$ cat src/logic/oda_pkg.sv
// Purpose: Shared constants and types for the octal DAC two-wire command slave
// Assumes: One 50 MHz core clock; bus pins arrive unsynchronised
// Notes: Wishbone register map and command codes live here
//
// Overview of operation
// [RULE_01] Standard reset puts DAC registers at zero-scale
// [RULE_02] Parameter selects mid-scale reset preset instead
// [RULE_03] Data bits sampled on serial clock rising edge
// [RULE_04] Data line released except low acknowledge slots
// [RULE_05] Command 0000 writes selected input register only
// [RULE_06] Command 0001 updates selected DAC and powers up
// [RULE_07] Command 0010 writes input, updates all channels
// [RULE_08] Command 0011 writes and updates selected channel
// [RULE_09] Command 0100 powers down, registers kept intact
// [RULE_10] Master sends only listed command and channel codes
// [RULE_11] Code 1111 and reserved codes do nothing
// [RULE_12] Channel codes 0-7 map A-H, 1111 all
// [RULE_13] Byte one command/channel, then data MSB first
// [RULE_14] Read requests get no acknowledge and no data
// [RULE_15] Start is data falling while clock high
// [RULE_16] Stop is data rising while clock high
// [RULE_17] Master leaves both lines high when idle
// [RULE_18] Acknowledge held low through whole clock high
// [RULE_19] Three tri-state straps choose one of 27 addresses
// [RULE_20] Address is index+4 in bits 6,5,4,1,0
// [RULE_21] Fixed global address also accepted
// [RULE_22] Acknowledge matching address and three data bytes
// [RULE_23] Execute after third byte, refuse later bytes

package oda_pkg;

  // ************************************************************
  // Sizes
  // ************************************************************
  localparam int NUM_CH = 8;
  localparam int CODE_W = 16;
  localparam int BYTE_W = 8;

  // ************************************************************
  // Command and channel codes
  // ************************************************************
  localparam logic [3:0] CMD_WRITE = 4'h0;
  localparam logic [3:0] CMD_UPDATE = 4'h1;
  localparam logic [3:0] CMD_WRITE_UPD_ALL = 4'h2;
  localparam logic [3:0] CMD_WRITE_UPD = 4'h3;
  localparam logic [3:0] CMD_POWER_DOWN = 4'h4;
  localparam logic [3:0] CMD_NOP = 4'hf;
  localparam logic [3:0] CHAN_ALL = 4'hf;
  localparam logic [3:0] CHAN_LAST = 4'h7;

  // ************************************************************
  // Addressing
  // ************************************************************
  localparam logic [1:0] STRAP_LOW = 2'h0;
  localparam logic [1:0] STRAP_FLOAT = 2'h1;
  localparam logic [1:0] STRAP_HIGH = 2'h2;
  localparam logic [4:0] STRAP_W2 = 5'h09;
  localparam logic [4:0] STRAP_W1 = 5'h03;
  localparam logic [4:0] ADDR_BIAS = 5'h04;
  localparam logic [6:0] GLOBAL_ADDR = 7'h73;

  // ************************************************************
  // Reset codes
  // ************************************************************
  localparam logic [15:0] CODE_ZERO = 16'h0000;
  localparam logic [15:0] CODE_MID = 16'h8000;

  // ************************************************************
  // Frame positions
  // ************************************************************
  localparam logic [3:0] BITS_PER_BYTE = 4'h8;
  localparam logic [2:0] BYTE_ADDR = 3'h0;
  localparam logic [2:0] BYTE_LAST = 3'h3;
  localparam logic [2:0] BYTE_EXTRA = 3'h4;

  // ************************************************************
  // Wishbone register map
  // ************************************************************
  localparam logic [7:0] REG_CTRL = 8'h00;
  localparam logic [7:0] REG_STATUS = 8'h04;
  localparam logic [7:0] REG_LAST_CMD = 8'h08;
  localparam logic [7:0] REG_INPUT_BASE = 8'h40;
  localparam logic [7:0] REG_DAC_BASE = 8'h60;
  localparam logic [7:0] REG_BANK_MASK = 8'he0;
  localparam int CTRL_EN_BIT = 0;
  localparam int STATUS_BUSY_BIT = 8;

  // ************************************************************
  // Types
  // ************************************************************
  typedef struct packed {
    logic scl_rise;
    logic scl_fall;
    logic start;
    logic stop;
    logic sda;
  } oda_line_t;

  typedef struct packed {
    logic [3:0] cmd_code;
    logic [3:0] channel_select;
    logic [15:0] data;
  } oda_cmd_t;

  typedef logic [NUM_CH-1:0][CODE_W-1:0] oda_bank_t;

endpackage

$ cat src/logic/oda_line_sync.sv
// Purpose: Synchronise serial clock and data pins and find bus events
// Assumes: Pins are asynchronous to the core clock
// Notes: Events are one-cycle pulses in the core clock domain
`timescale 1ns/1ps
`default_nettype none

module oda_line_sync (
  input wire logic core_clk_i,
  input wire logic rst_n_i,
  input wire logic scl_i,
  input wire logic sda_i,
  output oda_pkg::oda_line_t line_o
);

  logic [2:0] scl_r;
  logic [2:0] sda_r;

  // ************************************************************
  // Two-stage synchronisers plus history stage
  // ************************************************************
  always_ff @(posedge core_clk_i or negedge rst_n_i) begin
    if (!rst_n_i) begin
      scl_r <= 3'h7;
      sda_r <= 3'h7;
    end else begin
      scl_r <= {scl_r[1:0], scl_i};
      sda_r <= {sda_r[1:0], sda_i};
    end
  end

  // ************************************************************
  // Event detection
  // ************************************************************
  always_comb begin
    line_o.scl_rise = scl_r[1] & ~scl_r[2]; // RULE_03
    line_o.scl_fall = ~scl_r[1] & scl_r[2];
    line_o.start = scl_r[1] & scl_r[2] & sda_r[2] & ~sda_r[1]; // RULE_15
    line_o.stop = scl_r[1] & scl_r[2] & ~sda_r[2] & sda_r[1]; // RULE_16
    line_o.sda = sda_r[1];
  end

endmodule

`default_nettype wire

$ cat src/logic/oda_dac_slave.sv
// Purpose: Two-wire write-only command slave for an eight-channel DAC
// Assumes: Core clock far faster than the serial clock
// Notes: Wishbone classic slave gives enable, status and readback
`timescale 1ns/1ps
`default_nettype none

module oda_dac_slave #(
  parameter bit MIDSCALE_POR = 1'b0
) (
  input wire logic core_clk_i,
  input wire logic rst_n_i,
  input wire logic scl_i,
  input wire logic sda_i,
  output logic sda_o,
  output logic sda_oe_n_o,
  input wire logic [1:0] addr_strap_0_i,
  input wire logic [1:0] addr_strap_1_i,
  input wire logic [1:0] addr_strap_2_i,
  input wire logic wb_cyc_i,
  input wire logic wb_stb_i,
  input wire logic wb_we_i,
  input wire logic [7:0] wb_adr_i,
  input wire logic [31:0] wb_dat_i,
  input wire logic [3:0] wb_sel_i,
  output logic [31:0] wb_dat_o,
  output logic wb_ack_o,
  output oda_pkg::oda_bank_t channel_output_o,
  output logic [7:0] power_down_o
);

  typedef enum logic [1:0] {ST_IDLE, ST_RX, ST_ACK, ST_NACK} oda_state_t;

  localparam logic [15:0] CODE_POR = MIDSCALE_POR ? oda_pkg::CODE_MID : oda_pkg::CODE_ZERO; // RULE_01 RULE_02

  oda_pkg::oda_line_t line;
  oda_state_t state_r;
  logic [3:0] bit_cnt_r;
  logic [2:0] byte_cnt_r;
  logic [7:0] shift_r;
  logic [15:0] word_r;
  logic exec_r;
  oda_pkg::oda_cmd_t cmd_r;
  oda_pkg::oda_cmd_t last_cmd_r;
  logic [1:0] strap0_a_r, strap0_b_r;
  logic [1:0] strap1_a_r, strap1_b_r;
  logic [1:0] strap2_a_r, strap2_b_r;
  logic [6:0] own_addr;
  logic addr_ok;
  logic enable_r;
  oda_pkg::oda_bank_t input_r;
  oda_pkg::oda_bank_t dac_r;
  logic [7:0] pd_r;
  oda_pkg::oda_bank_t input_nxt;
  oda_pkg::oda_bank_t dac_nxt;
  logic [7:0] pd_nxt;
  logic [7:0] sel_mask;
  logic wb_req;
  logic [31:0] rd_nxt;

  // ************************************************************
  // Helper functions
  // ************************************************************
  function automatic logic [4:0] strap_weight(input logic [1:0] s);
    case (s)
      oda_pkg::STRAP_LOW: strap_weight = 5'h00;
      oda_pkg::STRAP_HIGH: strap_weight = 5'h02;
      default: strap_weight = 5'h01;
    endcase
  endfunction

  function automatic logic [7:0] chan_mask(input logic [3:0] ch);
    if (ch == oda_pkg::CHAN_ALL) begin
      chan_mask = 8'hff; // RULE_12
    end else if (ch <= oda_pkg::CHAN_LAST) begin
      chan_mask = 8'(8'h01 << ch[2:0]); // RULE_12
    end else begin
      chan_mask = 8'h00; // RULE_11
    end
  endfunction

  // ************************************************************
  // Pin front end
  // ************************************************************
  oda_line_sync u_line (
    .core_clk_i(core_clk_i),
    .rst_n_i(rst_n_i),
    .scl_i(scl_i),
    .sda_i(sda_i),
    .line_o(line)
  );

  // ************************************************************
  // Strap synchronisers and address
  // ************************************************************
  always_ff @(posedge core_clk_i or negedge rst_n_i) begin
    if (!rst_n_i) begin
      strap0_a_r <= oda_pkg::STRAP_FLOAT;
      strap0_b_r <= oda_pkg::STRAP_FLOAT;
      strap1_a_r <= oda_pkg::STRAP_FLOAT;
      strap1_b_r <= oda_pkg::STRAP_FLOAT;
      strap2_a_r <= oda_pkg::STRAP_FLOAT;
      strap2_b_r <= oda_pkg::STRAP_FLOAT;
    end else begin
      strap0_a_r <= addr_strap_0_i;
      strap0_b_r <= strap0_a_r;
      strap1_a_r <= addr_strap_1_i;
      strap1_b_r <= strap1_a_r;
      strap2_a_r <= addr_strap_2_i;
      strap2_b_r <= strap2_a_r;
    end
  end

  always_comb begin
    logic [4:0] idx;
    idx = 5'(strap_weight(strap2_b_r) * oda_pkg::STRAP_W2) + 5'(strap_weight(strap1_b_r) * oda_pkg::STRAP_W1)
          + strap_weight(strap0_b_r) + oda_pkg::ADDR_BIAS; // RULE_19 RULE_20
    own_addr = {idx[4:2], 2'b00, idx[1:0]}; // RULE_20
    addr_ok = ((shift_r[7:1] == own_addr) || (shift_r[7:1] == oda_pkg::GLOBAL_ADDR)) // RULE_21
              && !shift_r[0] && enable_r; // RULE_14
  end

  // ************************************************************
  // Frame state machine
  // ************************************************************
  always_ff @(posedge core_clk_i or negedge rst_n_i) begin
    if (!rst_n_i) begin
      state_r <= ST_IDLE;
      bit_cnt_r <= 4'h0;
      byte_cnt_r <= 3'h0;
    end else if (line.stop) begin
      state_r <= ST_IDLE; // RULE_16
    end else if (line.start) begin
      state_r <= ST_RX; // RULE_15
      bit_cnt_r <= 4'h0;
      byte_cnt_r <= oda_pkg::BYTE_ADDR;
    end else begin
      case (state_r)
        ST_RX: begin
          if (line.scl_rise && bit_cnt_r != oda_pkg::BITS_PER_BYTE) begin
            bit_cnt_r <= bit_cnt_r + 4'h1;
          end else if (line.scl_fall && bit_cnt_r == oda_pkg::BITS_PER_BYTE) begin
            bit_cnt_r <= 4'h0;
            if (byte_cnt_r != oda_pkg::BYTE_EXTRA) begin
              byte_cnt_r <= byte_cnt_r + 3'h1;
            end
            if (byte_cnt_r == oda_pkg::BYTE_ADDR) begin
              state_r <= addr_ok ? ST_ACK : ST_IDLE; // RULE_22 RULE_14
            end else if (byte_cnt_r == oda_pkg::BYTE_EXTRA) begin
              state_r <= ST_NACK; // RULE_23
            end else begin
              state_r <= ST_ACK; // RULE_22
            end
          end
        end
        ST_ACK, ST_NACK: begin
          if (line.scl_fall) begin
            state_r <= ST_RX;
          end
        end
        ST_IDLE: begin
          state_r <= ST_IDLE;
        end
        default: begin
          state_r <= ST_IDLE;
        end
      endcase
    end
  end

  // ************************************************************
  // Bit shifter and command word
  // ************************************************************
  always_ff @(posedge core_clk_i or negedge rst_n_i) begin
    if (!rst_n_i) begin
      shift_r <= 8'h00;
      word_r <= 16'h0000;
    end else if (state_r == ST_RX && line.scl_rise && bit_cnt_r != oda_pkg::BITS_PER_BYTE) begin
      shift_r <= {shift_r[6:0], line.sda}; // RULE_03 RULE_13
    end else if (state_r == ST_RX && line.scl_fall && bit_cnt_r == oda_pkg::BITS_PER_BYTE) begin
      word_r <= {word_r[7:0], shift_r}; // RULE_13
    end
  end

  always_ff @(posedge core_clk_i or negedge rst_n_i) begin
    if (!rst_n_i) begin
      exec_r <= 1'b0;
      cmd_r <= '0;
      last_cmd_r <= '0;
    end else begin
      exec_r <= 1'b0;
      if (state_r == ST_RX && !line.stop && !line.start && line.scl_fall
          && bit_cnt_r == oda_pkg::BITS_PER_BYTE && byte_cnt_r == oda_pkg::BYTE_LAST) begin
        exec_r <= 1'b1; // RULE_23
        cmd_r <= {word_r, shift_r}; // RULE_13
        last_cmd_r <= {word_r, shift_r};
      end
    end
  end

  // ************************************************************
  // Data line drive
  // ************************************************************
  always_ff @(posedge core_clk_i or negedge rst_n_i) begin
    if (!rst_n_i) begin
      sda_o <= 1'b0;
      sda_oe_n_o <= 1'b1;
    end else begin
      sda_o <= 1'b0; // RULE_04
      if (line.stop || line.start) begin
        sda_oe_n_o <= 1'b1;
      end else if (state_r == ST_RX && line.scl_fall && bit_cnt_r == oda_pkg::BITS_PER_BYTE) begin
        sda_oe_n_o <= !((byte_cnt_r == oda_pkg::BYTE_ADDR) ? addr_ok
                        : (byte_cnt_r != oda_pkg::BYTE_EXTRA)); // RULE_04 RULE_18 RULE_22 RULE_23
      end else if (line.scl_fall) begin
        sda_oe_n_o <= 1'b1; // RULE_04 RULE_18
      end
    end
  end

  // ************************************************************
  // Command execution
  // ************************************************************
  always_comb begin
    input_nxt = input_r;
    dac_nxt = dac_r;
    pd_nxt = pd_r;
    sel_mask = chan_mask(cmd_r.channel_select);
    if (exec_r) begin
      for (int i = 0; i < oda_pkg::NUM_CH; i++) begin
        case (cmd_r.cmd_code)
          oda_pkg::CMD_WRITE: begin
            if (sel_mask[i]) begin
              input_nxt[i] = cmd_r.data; // RULE_05
            end
          end
          oda_pkg::CMD_UPDATE: begin
            if (sel_mask[i]) begin
              dac_nxt[i] = input_r[i]; // RULE_06
              pd_nxt[i] = 1'b0;
            end
          end
          oda_pkg::CMD_WRITE_UPD_ALL: begin
            input_nxt[i] = sel_mask[i] ? cmd_r.data : input_r[i]; // RULE_07
            if (sel_mask != 8'h00) begin
              dac_nxt[i] = input_nxt[i]; // RULE_07
              pd_nxt[i] = 1'b0;
            end
          end
          oda_pkg::CMD_WRITE_UPD: begin
            if (sel_mask[i]) begin
              input_nxt[i] = cmd_r.data; // RULE_08
              dac_nxt[i] = cmd_r.data;
              pd_nxt[i] = 1'b0;
            end
          end
          oda_pkg::CMD_POWER_DOWN: begin
            if (sel_mask[i]) begin
              pd_nxt[i] = 1'b1; // RULE_09
            end
          end
          default: begin
            pd_nxt[i] = pd_r[i]; // RULE_11
          end
        endcase
      end
    end
  end

  always_ff @(posedge core_clk_i or negedge rst_n_i) begin
    if (!rst_n_i) begin
      input_r <= {oda_pkg::NUM_CH{CODE_POR}};
      dac_r <= {oda_pkg::NUM_CH{CODE_POR}}; // RULE_01 RULE_02
      pd_r <= 8'h00;
    end else begin
      input_r <= input_nxt;
      dac_r <= dac_nxt;
      pd_r <= pd_nxt;
    end
  end

  always_ff @(posedge core_clk_i or negedge rst_n_i) begin
    if (!rst_n_i) begin
      channel_output_o <= {oda_pkg::NUM_CH{CODE_POR}};
      power_down_o <= 8'h00;
    end else begin
      channel_output_o <= dac_nxt;
      power_down_o <= pd_nxt;
    end
  end

  // ************************************************************
  // Wishbone slave
  // ************************************************************
  assign wb_req = wb_cyc_i && wb_stb_i && !wb_ack_o;

  always_comb begin
    rd_nxt = 32'h0000_0000;
    if (wb_adr_i == oda_pkg::REG_CTRL) begin
      rd_nxt[oda_pkg::CTRL_EN_BIT] = enable_r;
    end else if (wb_adr_i == oda_pkg::REG_STATUS) begin
      rd_nxt[7:0] = pd_r;
      rd_nxt[oda_pkg::STATUS_BUSY_BIT] = (state_r != ST_IDLE);
    end else if (wb_adr_i == oda_pkg::REG_LAST_CMD) begin
      rd_nxt[23:0] = last_cmd_r;
    end else if ((wb_adr_i & oda_pkg::REG_BANK_MASK) == oda_pkg::REG_INPUT_BASE && wb_adr_i[1:0] == 2'b00) begin
      rd_nxt[15:0] = input_r[wb_adr_i[4:2]];
    end else if ((wb_adr_i & oda_pkg::REG_BANK_MASK) == oda_pkg::REG_DAC_BASE && wb_adr_i[1:0] == 2'b00) begin
      rd_nxt[15:0] = dac_r[wb_adr_i[4:2]];
    end
  end

  always_ff @(posedge core_clk_i or negedge rst_n_i) begin
    if (!rst_n_i) begin
      wb_ack_o <= 1'b0;
      wb_dat_o <= 32'h0000_0000;
    end else begin
      wb_ack_o <= wb_req;
      if (wb_req && !wb_we_i) begin
        wb_dat_o <= rd_nxt;
      end
    end
  end

  always_ff @(posedge core_clk_i or negedge rst_n_i) begin
    if (!rst_n_i) begin
      enable_r <= 1'b1;
    end else if (wb_req && wb_we_i && wb_sel_i[0] && wb_adr_i == oda_pkg::REG_CTRL) begin
      enable_r <= wb_dat_i[oda_pkg::CTRL_EN_BIT];
    end
  end

endmodule

`default_nettype wire

$ cat config.mk
export PLATFORM = sky130hd
export DESIGN_NAME = oda_dac_slave
export DESIGN_NICKNAME = d
export VERILOG_FILES = /design/src/logic/oda_pkg.sv /design/src/logic/oda_line_sync.sv /design/src/logic/oda_dac_slave.sv
export SDC_FILE = /design/constraint.sdc
export NUM_CORES = 1
export LEC_CHECK = 0
export ABC_AREA = 1
export BUFFER_PORTS_ARGS = -buffer_cell sky130_fd_sc_hd__buf_2
export CAP_MARGIN = 20
export CORE_MARGIN = 3
export CORE_UTILIZATION = 45
export CTS_CLUSTER_DIAMETER = 120
export DETAILED_ROUTE_END_ITERATION = 16
export HOLD_SLACK_MARGIN = 0.12
export SLEW_MARGIN = 40
export SYNTH_ARGS = -nofsm -noshare
export SYNTH_HDL_FRONTEND = slang
export SYNTH_SLANG_ARGS = --single-unit
$ cat constraint.sdc
create_clock -name core_clk_i -period 3.5 [get_ports core_clk_i]
set_input_delay 1.05 -clock core_clk_i [delete_from_list [all_inputs] [get_ports core_clk_i]]
set_output_delay 1.05 -clock core_clk_i [all_outputs]
set_load 0.02 [all_outputs]
* After elaboration in Yosys (flattened, before gate mapping)
Cells that the tools add are included.
Storage, ports and cells: register bits 367, latch bits 0, RAM bits 0, ROM bits 0, bits of input ports 57, output and inout bits 171, word-level logic and storage cells 302, memories 0
Cells by class: add/subtract/negate cells 5, $mul 2, divide/modulo/power cells 0, magnitude comparators 2, eq/ne operators 59, shift operators 1, mux-type cells 105, bitwise operators 13, reduce and logical (&&, ||, !) cells 70
Operators by type and width (number):
- $mux W16 | 37
- $pmux W16 S3 | 8
- $bmux W16 S3 | 2
- $reduce_and A5 Y1 | 17
- $ne A2 B2 Y1 const B | 26
- $mux W1 | 24
- $mux W8 | 3
- $pmux W1 S3 | 8
- $mux W23 | 1
- $logic_and A1 B1 Y1 | 21
- $mux W4 | 4
- $ne A2 B1 Y1 const B | 8
- $ne A4 B4 Y1 const B | 4
- $mux W15 | 1
- $mux W3 | 5
- $mux W2 | 7
- $pmux W2 S2 | 3
- $reduce_bool A3 Y1 | 4
- $add A5 B5 Y5 | 2
- $eq A2 B2 Y1 const B | 5
- $logic_not A2 Y1 | 5
- $eq A3 B2 Y1 const B | 3
- $mux W9 | 1
- $eq A4 B2 Y1 const B | 2
- 32 further kinds | 56

* Logic depth before layout (Yosys ltp)
depth in word-level cells 17, depth in mapped cells 20, depth with buffers taken out 20

* By module
Synthesis repeated with hierarchy kept, for this count alone.
Second synthesis, totals: cells, all modules 2501, area, all modules 19376.1 um^2
Modules (own cells, without submodules):
- oda_dac_slave | instances 1, cells each 2483, area each 19169.6 um^2, seq. area each 9043.7 um^2
- oda_line_sync | instances 1, cells each 18, area each 206.4 um^2, seq. area each 157.7 um^2

* Least setup slack after synthesis
No wires, ideal clock.
path type register to register, start point register strap2_b_r[0], end point register state_r[1], setup time 0.065 ns, data arrival time 2.838 ns, data required time 3.435 ns, slack 0.597 ns, stages on the path, launching flop included 20, buffers on the path 0, clock period less this slack 2.903 ns, cells stage by stage dfstp_2 -> inv_1 -> nand2_1 -> inv_1 -> ha_1 -> inv_1 -> fa_1 -> inv_1 -> ha_1 -> inv_1 -> fa_1 -> xor2_1 -> nand4_1 -> a21oi_1 -> nand2_1 -> nand2_1 -> nand2_1 -> nand3_1 -> nand2_1 -> nand2_1
On the way: longest elaborated chain between the ends 17, elaborated cells between the ends (all ways) 18, classes of those cells add/sub (3); mul (1); eq/ne (2); mux (8); reduce/logical (4)
RTL lines:
- start, declared | line oda_dac_slave.sv:46 | logic [1:0] strap2_a_r, strap2_b_r;
- start signal, assigned | line oda_dac_slave.sv:102 | strap2_b_r <= oda_pkg::STRAP_FLOAT;
- start signal, assigned | line oda_dac_slave.sv:109 | strap2_b_r <= strap2_a_r;
- $eq A2 B2 Y1 / $logic_not A2 Y1 (equally long branches) | line oda_dac_slave.sv:64 | case (s)
- $pmux W2 S2 (*) | line oda_dac_slave.sv:64
- $mul A5 B4 Y5 (*) | line oda_dac_slave.sv:115 | idx = 5'(strap_weight(strap2_b_r) * oda_pkg::STRAP_W2) + 5'(strap_weight(strap1_b_r) * oda_pkg::STRAP_W1)
- $add A5 B5 Y5 (*) | line oda_dac_slave.sv:115
- $add A5 B5 Y5 (*) | line oda_dac_slave.sv:116 | + strap_weight(strap0_b_r) + oda_pkg::ADDR_BIAS;
- $add A5 B3 Y5 (*) | line oda_dac_slave.sv:116
- $eq A7 B7 Y1 (*) | line oda_dac_slave.sv:118 | addr_ok = ((shift_r[7:1] == own_addr) || (shift_r[7:1] == oda_pkg::GLOBAL_ADDR))
- $logic_or A1 B1 Y1 (*) | line oda_dac_slave.sv:118
- $logic_and A1 B1 Y1 (*) (2 in a row) | line oda_dac_slave.sv:119 | && !shift_r[0] && enable_r;
- $mux W2 (*) | line oda_dac_slave.sv:147 | state_r <= addr_ok ? ST_ACK : ST_IDLE;
- $mux W2 (*) | line oda_dac_slave.sv:146 | if (byte_cnt_r == oda_pkg::BYTE_ADDR) begin
- $mux W2 (*) | line oda_dac_slave.sv:141 | end else if (line.scl_fall && bit_cnt_r == oda_pkg::BITS_PER_BYTE) begin
- $mux W2 (*) | line oda_dac_slave.sv:139 | if (line.scl_rise && bit_cnt_r != oda_pkg::BITS_PER_BYTE) begin
- $pmux W2 S3 (*) | line oda_dac_slave.sv:137 | case (state_r)
- $mux W2 (*) | line oda_dac_slave.sv:132 | end else if (line.start) begin
- $mux W2 (*) | line oda_dac_slave.sv:130 | end else if (line.stop) begin
- end signal, assigned | line oda_dac_slave.sv:147
- end, declared | line oda_dac_slave.sv:36 | oda_state_t state_r;
Every way passes the cells marked *; elsewhere a longest branch is shown, timed or not. The select of a mux whose other input is x is not followed. A chain may end at the register's enable or synchronous reset.

* Worst setup path in the final report
Same ends and word-level chain as after synthesis.

==> tab_implementation.tex <==
\begin{tabular}{lr}
\hline
Metric & Value \\
\hline
\multicolumn{2}{l}{\textbf{Layout}} \\
\quad Fillers & 4058 \\
\quad Area used by multi-input combinational logic & 8390 µm² \\
\quad Net count, final & 2718 \\
\quad Post-route cell area & 22200 µm² \\
\quad End-of-flow core utilization & 52.7\% \\
\quad Area delta synth->final & 15.1\% \\
\quad N\_diodes & 0 \\
\quad Non-filler cells in the finished layout & 3218 \\
\quad Combined flip-flop and latch cell area & 9200 µm² \\
\quad Proportion of layout cells with a drive suffix above 1 & 13.5\% \\
\multicolumn{2}{l}{\textbf{Timing}} \\
\quad Worst setup skew after layout & 0.0248 ns \\
\quad Measured slew at the worst slew-check pin & 0.885 ns \\
\quad RSZ-0062 raised after global routing & no \\
\quad Share of the clock period used by the worst path & 90.3\% \\
\quad Worst Hold Margin & 0.349 ns \\
\quad Post-route setup slack & 0.339 ns \\
\quad Peak clock frequency supported by timing & 0.316 GHz \\
\quad Slew HR & 41.0\% \\
\quad Shortest period the worst path allows & 3.16 ns \\
\quad Number of hold violations in the final report & 0 \\
\quad Final number of setup-violating endpoints & 0 \\
\quad Max-slew violation total from the final report & 0 \\
\quad Setup TNS & 0 ns \\
\multicolumn{2}{l}{\textbf{Synth}} \\
\quad Post-Syn Instances & 2526 \\
\quad Mapped Area & 19300 µm² \\
\quad Most numerous cell in the Yosys netlist & sky130\_fd\_sc\_hd\_\_nand2\_1 \\
\quad Number of warnings issued by yosys & 0 \\
\quad Complex-gate fraction of the synthesized area & 23.9\% \\
\quad Cell type with the largest total area after synthesis & sky130\_fd\_sc\_hd\_\_dfrtp\_1 \\
\quad Fraction of the mapped netlist area in adder cells & 0.920\% \\
\quad Average cell area after synthesis & 7.64 µm² \\
\quad Async set-or-reset flop fraction in the synthesized netlist & 100\% \\
\quad Count of flip-flops with a built-in enable after synthesis & 0 \\
\quad Multiplexer share of the synthesized area & 0.0518\% \\
\quad Most instantiated flip-flop cell in the synthesis netlist & sky130\_fd\_sc\_hd\_\_dfrtp\_1 \\
\quad Distinct cells, synth & 43 \\
\quad Fraction of synthesized cell area in xor and xnor cells & 0.136\% \\
\quad Number of storage elements in the synthesis netlist & 367 \\
\quad Dominant combinational cell family by area after synthesis & compound AO/OA/AOI/OAI gates \\
\quad Synth top area share & 45.7\% \\
\quad Fraction of the yosys area taken by sequential cells & 47.7\% \\
\quad Largest cells by area after synthesis & sky130\_fd\_sc\_hd\_\_dfrtp\_1 46\%, sky130\_fd\_sc\_hd\_\_o21ai\_0 12\%, sky130\_fd\_sc\_hd\_\_nand2\_1 11\% \\
\quad Share of synthesized cell area in and, or, nand and nor gates & 18.1\% \\
\quad Most used standard cells in the synthesized netlist & 560 x sky130\_fd\_sc\_hd\_\_nand2\_1, 472 x sky130\_fd\_sc\_hd\_\_o21ai\_0, 353 x sky130\_fd\_sc\_hd\_\_dfrtp\_1 \\
\multicolumn{2}{l}{\textbf{Route}} \\
\quad Mean number of vias per cell & 5.90 \\
\quad Drt initial violations & 2325 \\
\quad Wire length per cell after detailed routing & 23.0 µm \\
\quad Detailed-route via count & 19000 \\
\quad Detail Route Antenna Nets & 0 \\
\quad First-pass iteration count of the detailed router & 9 \\
\quad Aggregate routed wire length & 74.0 mm \\
\quad Drc violations & 0 \\
\multicolumn{2}{l}{\textbf{Placed design}} \\
\quad Inst Count DP & 3142 \\
\quad DP Area & 20900 µm² \\
\quad Final RePlAce weighted congestion & 0.948 \\
\quad Port Buf Inserts & 184 \\
\quad Half-perimeter wire length after detailed placement & 51.3 mm \\
\quad Pre-CTS WS & 0.286 ns \\
\multicolumn{2}{l}{\textbf{Floorplan}} \\
\quad Cell row count & 75 \\
\quad Number of I/O pins & 228 \\
\quad Height of the chip & 213 µm \\
\quad DIE WIDTH & 213 µm \\
\quad Initial cell density of the core & 45.8\% \\
\quad CORE AREA & 42100 µm² \\
\quad Die area & 45400 µm² \\
\multicolumn{2}{l}{\textbf{Min path}} \\
\quad Worst hold-check path type & flip-flop to flip-flop \\
\quad Cell depth of the worst hold path & 0 \\
\multicolumn{2}{l}{\textbf{Outcome}} \\
\quad Result of the run & completed \\
\multicolumn{2}{l}{\textbf{Pwr}} \\
\quad PnR Total Power & 9.22 mW \\
\quad Leakage power of the design & 9.90 nW \\
\quad Total power per unit cell area & 415 nW/µm² \\
\quad Switching power & 2.21 mW \\
\quad Seq pwr share & 46.6\% \\
\quad Worst ir drop on vdd & 0.352 mV \\
\quad Switching power as a share of total power & 24.0\% \\
\quad Internal portion of total power & 7.00 mW \\
\quad Clock network fraction of design power & 47.9\% \\
\quad Comb pwr share & 5.5\% \\
\multicolumn{2}{l}{\textbf{GRT}} \\
\quad Vias in the first global route & 17600 \\
\quad GRT Residual Overflow & 0 \\
\quad Largest net degree at the start of global routing & 81 \\
\quad First-pass GRT wire length & 111 mm \\
\quad Tot GR Track Use & 32.4\% \\
\quad Initial antenna violation count & 0 \\
\multicolumn{2}{l}{\textbf{Clock network}} \\
\quad Maximum level of the CTS H-tree & 2 \\
\quad TritonCTS buffer count & 43 \\
\quad CTS clock-pin slew for the worst setup and hold paths & 0.06 ns \\
\quad Clock Root Buffer & sky130\_fd\_sc\_hd\_\_clkbuf\_16 \\
\quad Clk\_lat worst skew & 0.58 ns \\
\quad TritonCTS clock tree & yes \\
\quad CTS Hold Buffers Added & 0 \\
\quad Post-CTS setup repair buffer count & 0 \\
\quad Maximum number of buffers from clock root to sink & 3 \\
\quad Clock sink count & 367 \\
\multicolumn{2}{l}{\textbf{Worst setup path}} \\
\quad Critical Path Max Stage Delay & 0.55 ns \\
\quad Critical-path top delay cell & sky130\_fd\_sc\_hd\_\_dfstp\_2 \\
\quad Crit end category & flip-flop \\
\quad CP arrival & 3.66 ns \\
\quad Data required, critical path & 4.00 ns \\
\quad Setup Crit Path Kind & flip-flop to flip-flop \\
\quad Critical Path Start Type & flip-flop \\
\quad Cell breakdown of the critical path & inv\_1, nand2\_2, inv\_1, ha\_1, inv\_1, fa\_1, inv\_1, ha\_1, inv\_1, fa\_1, xor2\_1, nand4\_1, a21oi\_1, nand2\_1, nand2\_1, nand2\_1, nand3\_1, nand2\_1, nand2\_1 \\
\quad R2R depth & 19 \\
\quad Critical Path Fanout Max & 3 \\
\multicolumn{2}{l}{\textbf{Flow run}} \\
\quad Max-capacitance violation count & 0 \\
\hline
\end{tabular}
==> cell usage in the layout, fill, tap and decap left out, types with 2 or more instances in the layout <==
| cell | count |
|---|---|
| sky130_fd_sc_hd__nand2_1 | 557 |
| sky130_fd_sc_hd__o21ai_0 | 472 |
| sky130_fd_sc_hd__dfrtp_1 | 353 |
| sky130_fd_sc_hd__inv_1 | 238 |
| sky130_fd_sc_hd__a21oi_1 | 224 |
| sky130_fd_sc_hd__buf_2 | 183 |
| sky130_fd_sc_hd__nor2_1 | 154 |
| sky130_fd_sc_hd__buf_4 | 68 |
| sky130_fd_sc_hd__o22ai_1 | 58 |
| sky130_fd_sc_hd__nand3_1 | 50 |
| sky130_fd_sc_hd__nor4_1 | 48 |
| sky130_fd_sc_hd__clkbuf_16 | 45 |
| sky130_fd_sc_hd__o211ai_1 | 27 |
| sky130_fd_sc_hd__o221ai_1 | 23 |
| sky130_fd_sc_hd__a221oi_1 | 17 |
| sky130_fd_sc_hd__nand4_1 | 15 |
| sky130_fd_sc_hd__dfstp_2 | 14 |
| sky130_fd_sc_hd__o2111ai_1 | 13 |
| sky130_fd_sc_hd__clkbuf_1 | 13 |
| sky130_fd_sc_hd__o21ai_1 | 11 |
| sky130_fd_sc_hd__ha_1 | 11 |
| sky130_fd_sc_hd__buf_12 | 11 |
| sky130_fd_sc_hd__clkinv_2 | 9 |
| sky130_fd_sc_hd__conb_1 | 9 |
| sky130_fd_sc_hd__clkbuf_8 | 8 |
| sky130_fd_sc_hd__nor3_1 | 7 |
| sky130_fd_sc_hd__nand2_4 | 4 |
| sky130_fd_sc_hd__inv_2 | 4 |
| sky130_fd_sc_hd__nand2_2 | 3 |
| sky130_fd_sc_hd__nor2_4 | 3 |
| sky130_fd_sc_hd__a21boi_0 | 3 |
| sky130_fd_sc_hd__or2_2 | 2 |
| sky130_fd_sc_hd__clkinv_1 | 2 |
| sky130_fd_sc_hd__nor4_2 | 2 |
| sky130_fd_sc_hd__xnor2_1 | 2 |
| sky130_fd_sc_hd__fa_1 | 2 |
==> cell families (layout without fill, tap and decap cells) <==
logic type,after synthesis,in the layout
AO/OA/AOI/OAI,851,851
AND/OR/NAND/NOR,850,850
buffers and inverters,440,585
flip-flops,367,367
adder cells (fa/ha/maj),13,13
XOR/XNOR,3,3
other,1,9
multiplexers,1,1
==> flip-flops by register name, summed over array words and instances (netlist names), 4 cells and up <==
name and flops:
shift_r 8, word_r 16, channel_output_o 128, last_cmd_r 24, bit_cnt_r 4, power_down_o 8
input_r 128, wb_dat_o 24
==> routing by layer <==
| layer | global-route usage [%] | routed length, µm |
|---|---|---|
| met1 | 45.6 | 31000 |
| met4 | 12.9 | 3360 |
| met3 | 6.36 | 7140 |
| met5 | 0 | 0 |
| met2 | 49.4 | 32500 |
==> critical path, delay by kind of cell, from the launching register on <==
| family | cells | cell delay, ns |
|---|---|---|
| compound gates | 1 | 0.13 |
| buf+inv | 5 | 0.28 |
| xor+xnor | 1 | 0.14 |
| fa+ha+maj | 4 | 1.41 |
| simple gates | 8 | 0.60 |
| flops | 1 | 0.55 |
==> layout make-up <==
class / instances / area share [%]
Sequential cell: 367 / 41.4
Multi-Input combinational cell: 1727 / 37.8
Timing Repair Buffer: 263 / 7.48
Clock buffer: 66 / 5.78
Inverter: 246 / 4.17
Tap cell: 539 / 3.04
Clock inverter: 10 / 0.349
==> path summary, 6_finish.rpt <==
path,start,endpoint,slack (ns)
max,strap2_b_r[0],state_r[1],0.34
min in group asynchronous,rst_n_i,channel_output_o[58],0.45
max reg2reg,strap2_b_r[0],state_r[1],0.34
min,strap0_a_r[1],strap0_b_r[1],0.35
max in group asynchronous,rst_n_i,u_line.sda_r[1],2.09
min reg2reg,strap0_a_r[1],strap0_b_r[1],0.35
==> power groups by stage <==
| stage | Sequential [mW] | Combinational [mW] | Clock [mW] |
|---|---|---|---|
| finish | 4.29 | 0.505 | 4.42 |
| global route | 4.29 | 0.551 | 4.65 |
| CTS | 4.29 | 0.502 | 4.48 |
| detailed placement | 4.37 | 0.500 | 0 |
| global placement | 4.37 | 0.498 | 0 |
| floorplan | 4.37 | 0.232 | 0 |
==> what timing repair did <==
item | in CTS | in global routing
gates resized for setup | 0 | 1
setup endpoints to repair | 0 | 1
hold endpoints to repair | 0 | 0
Power figures use the tool's default switching activity.
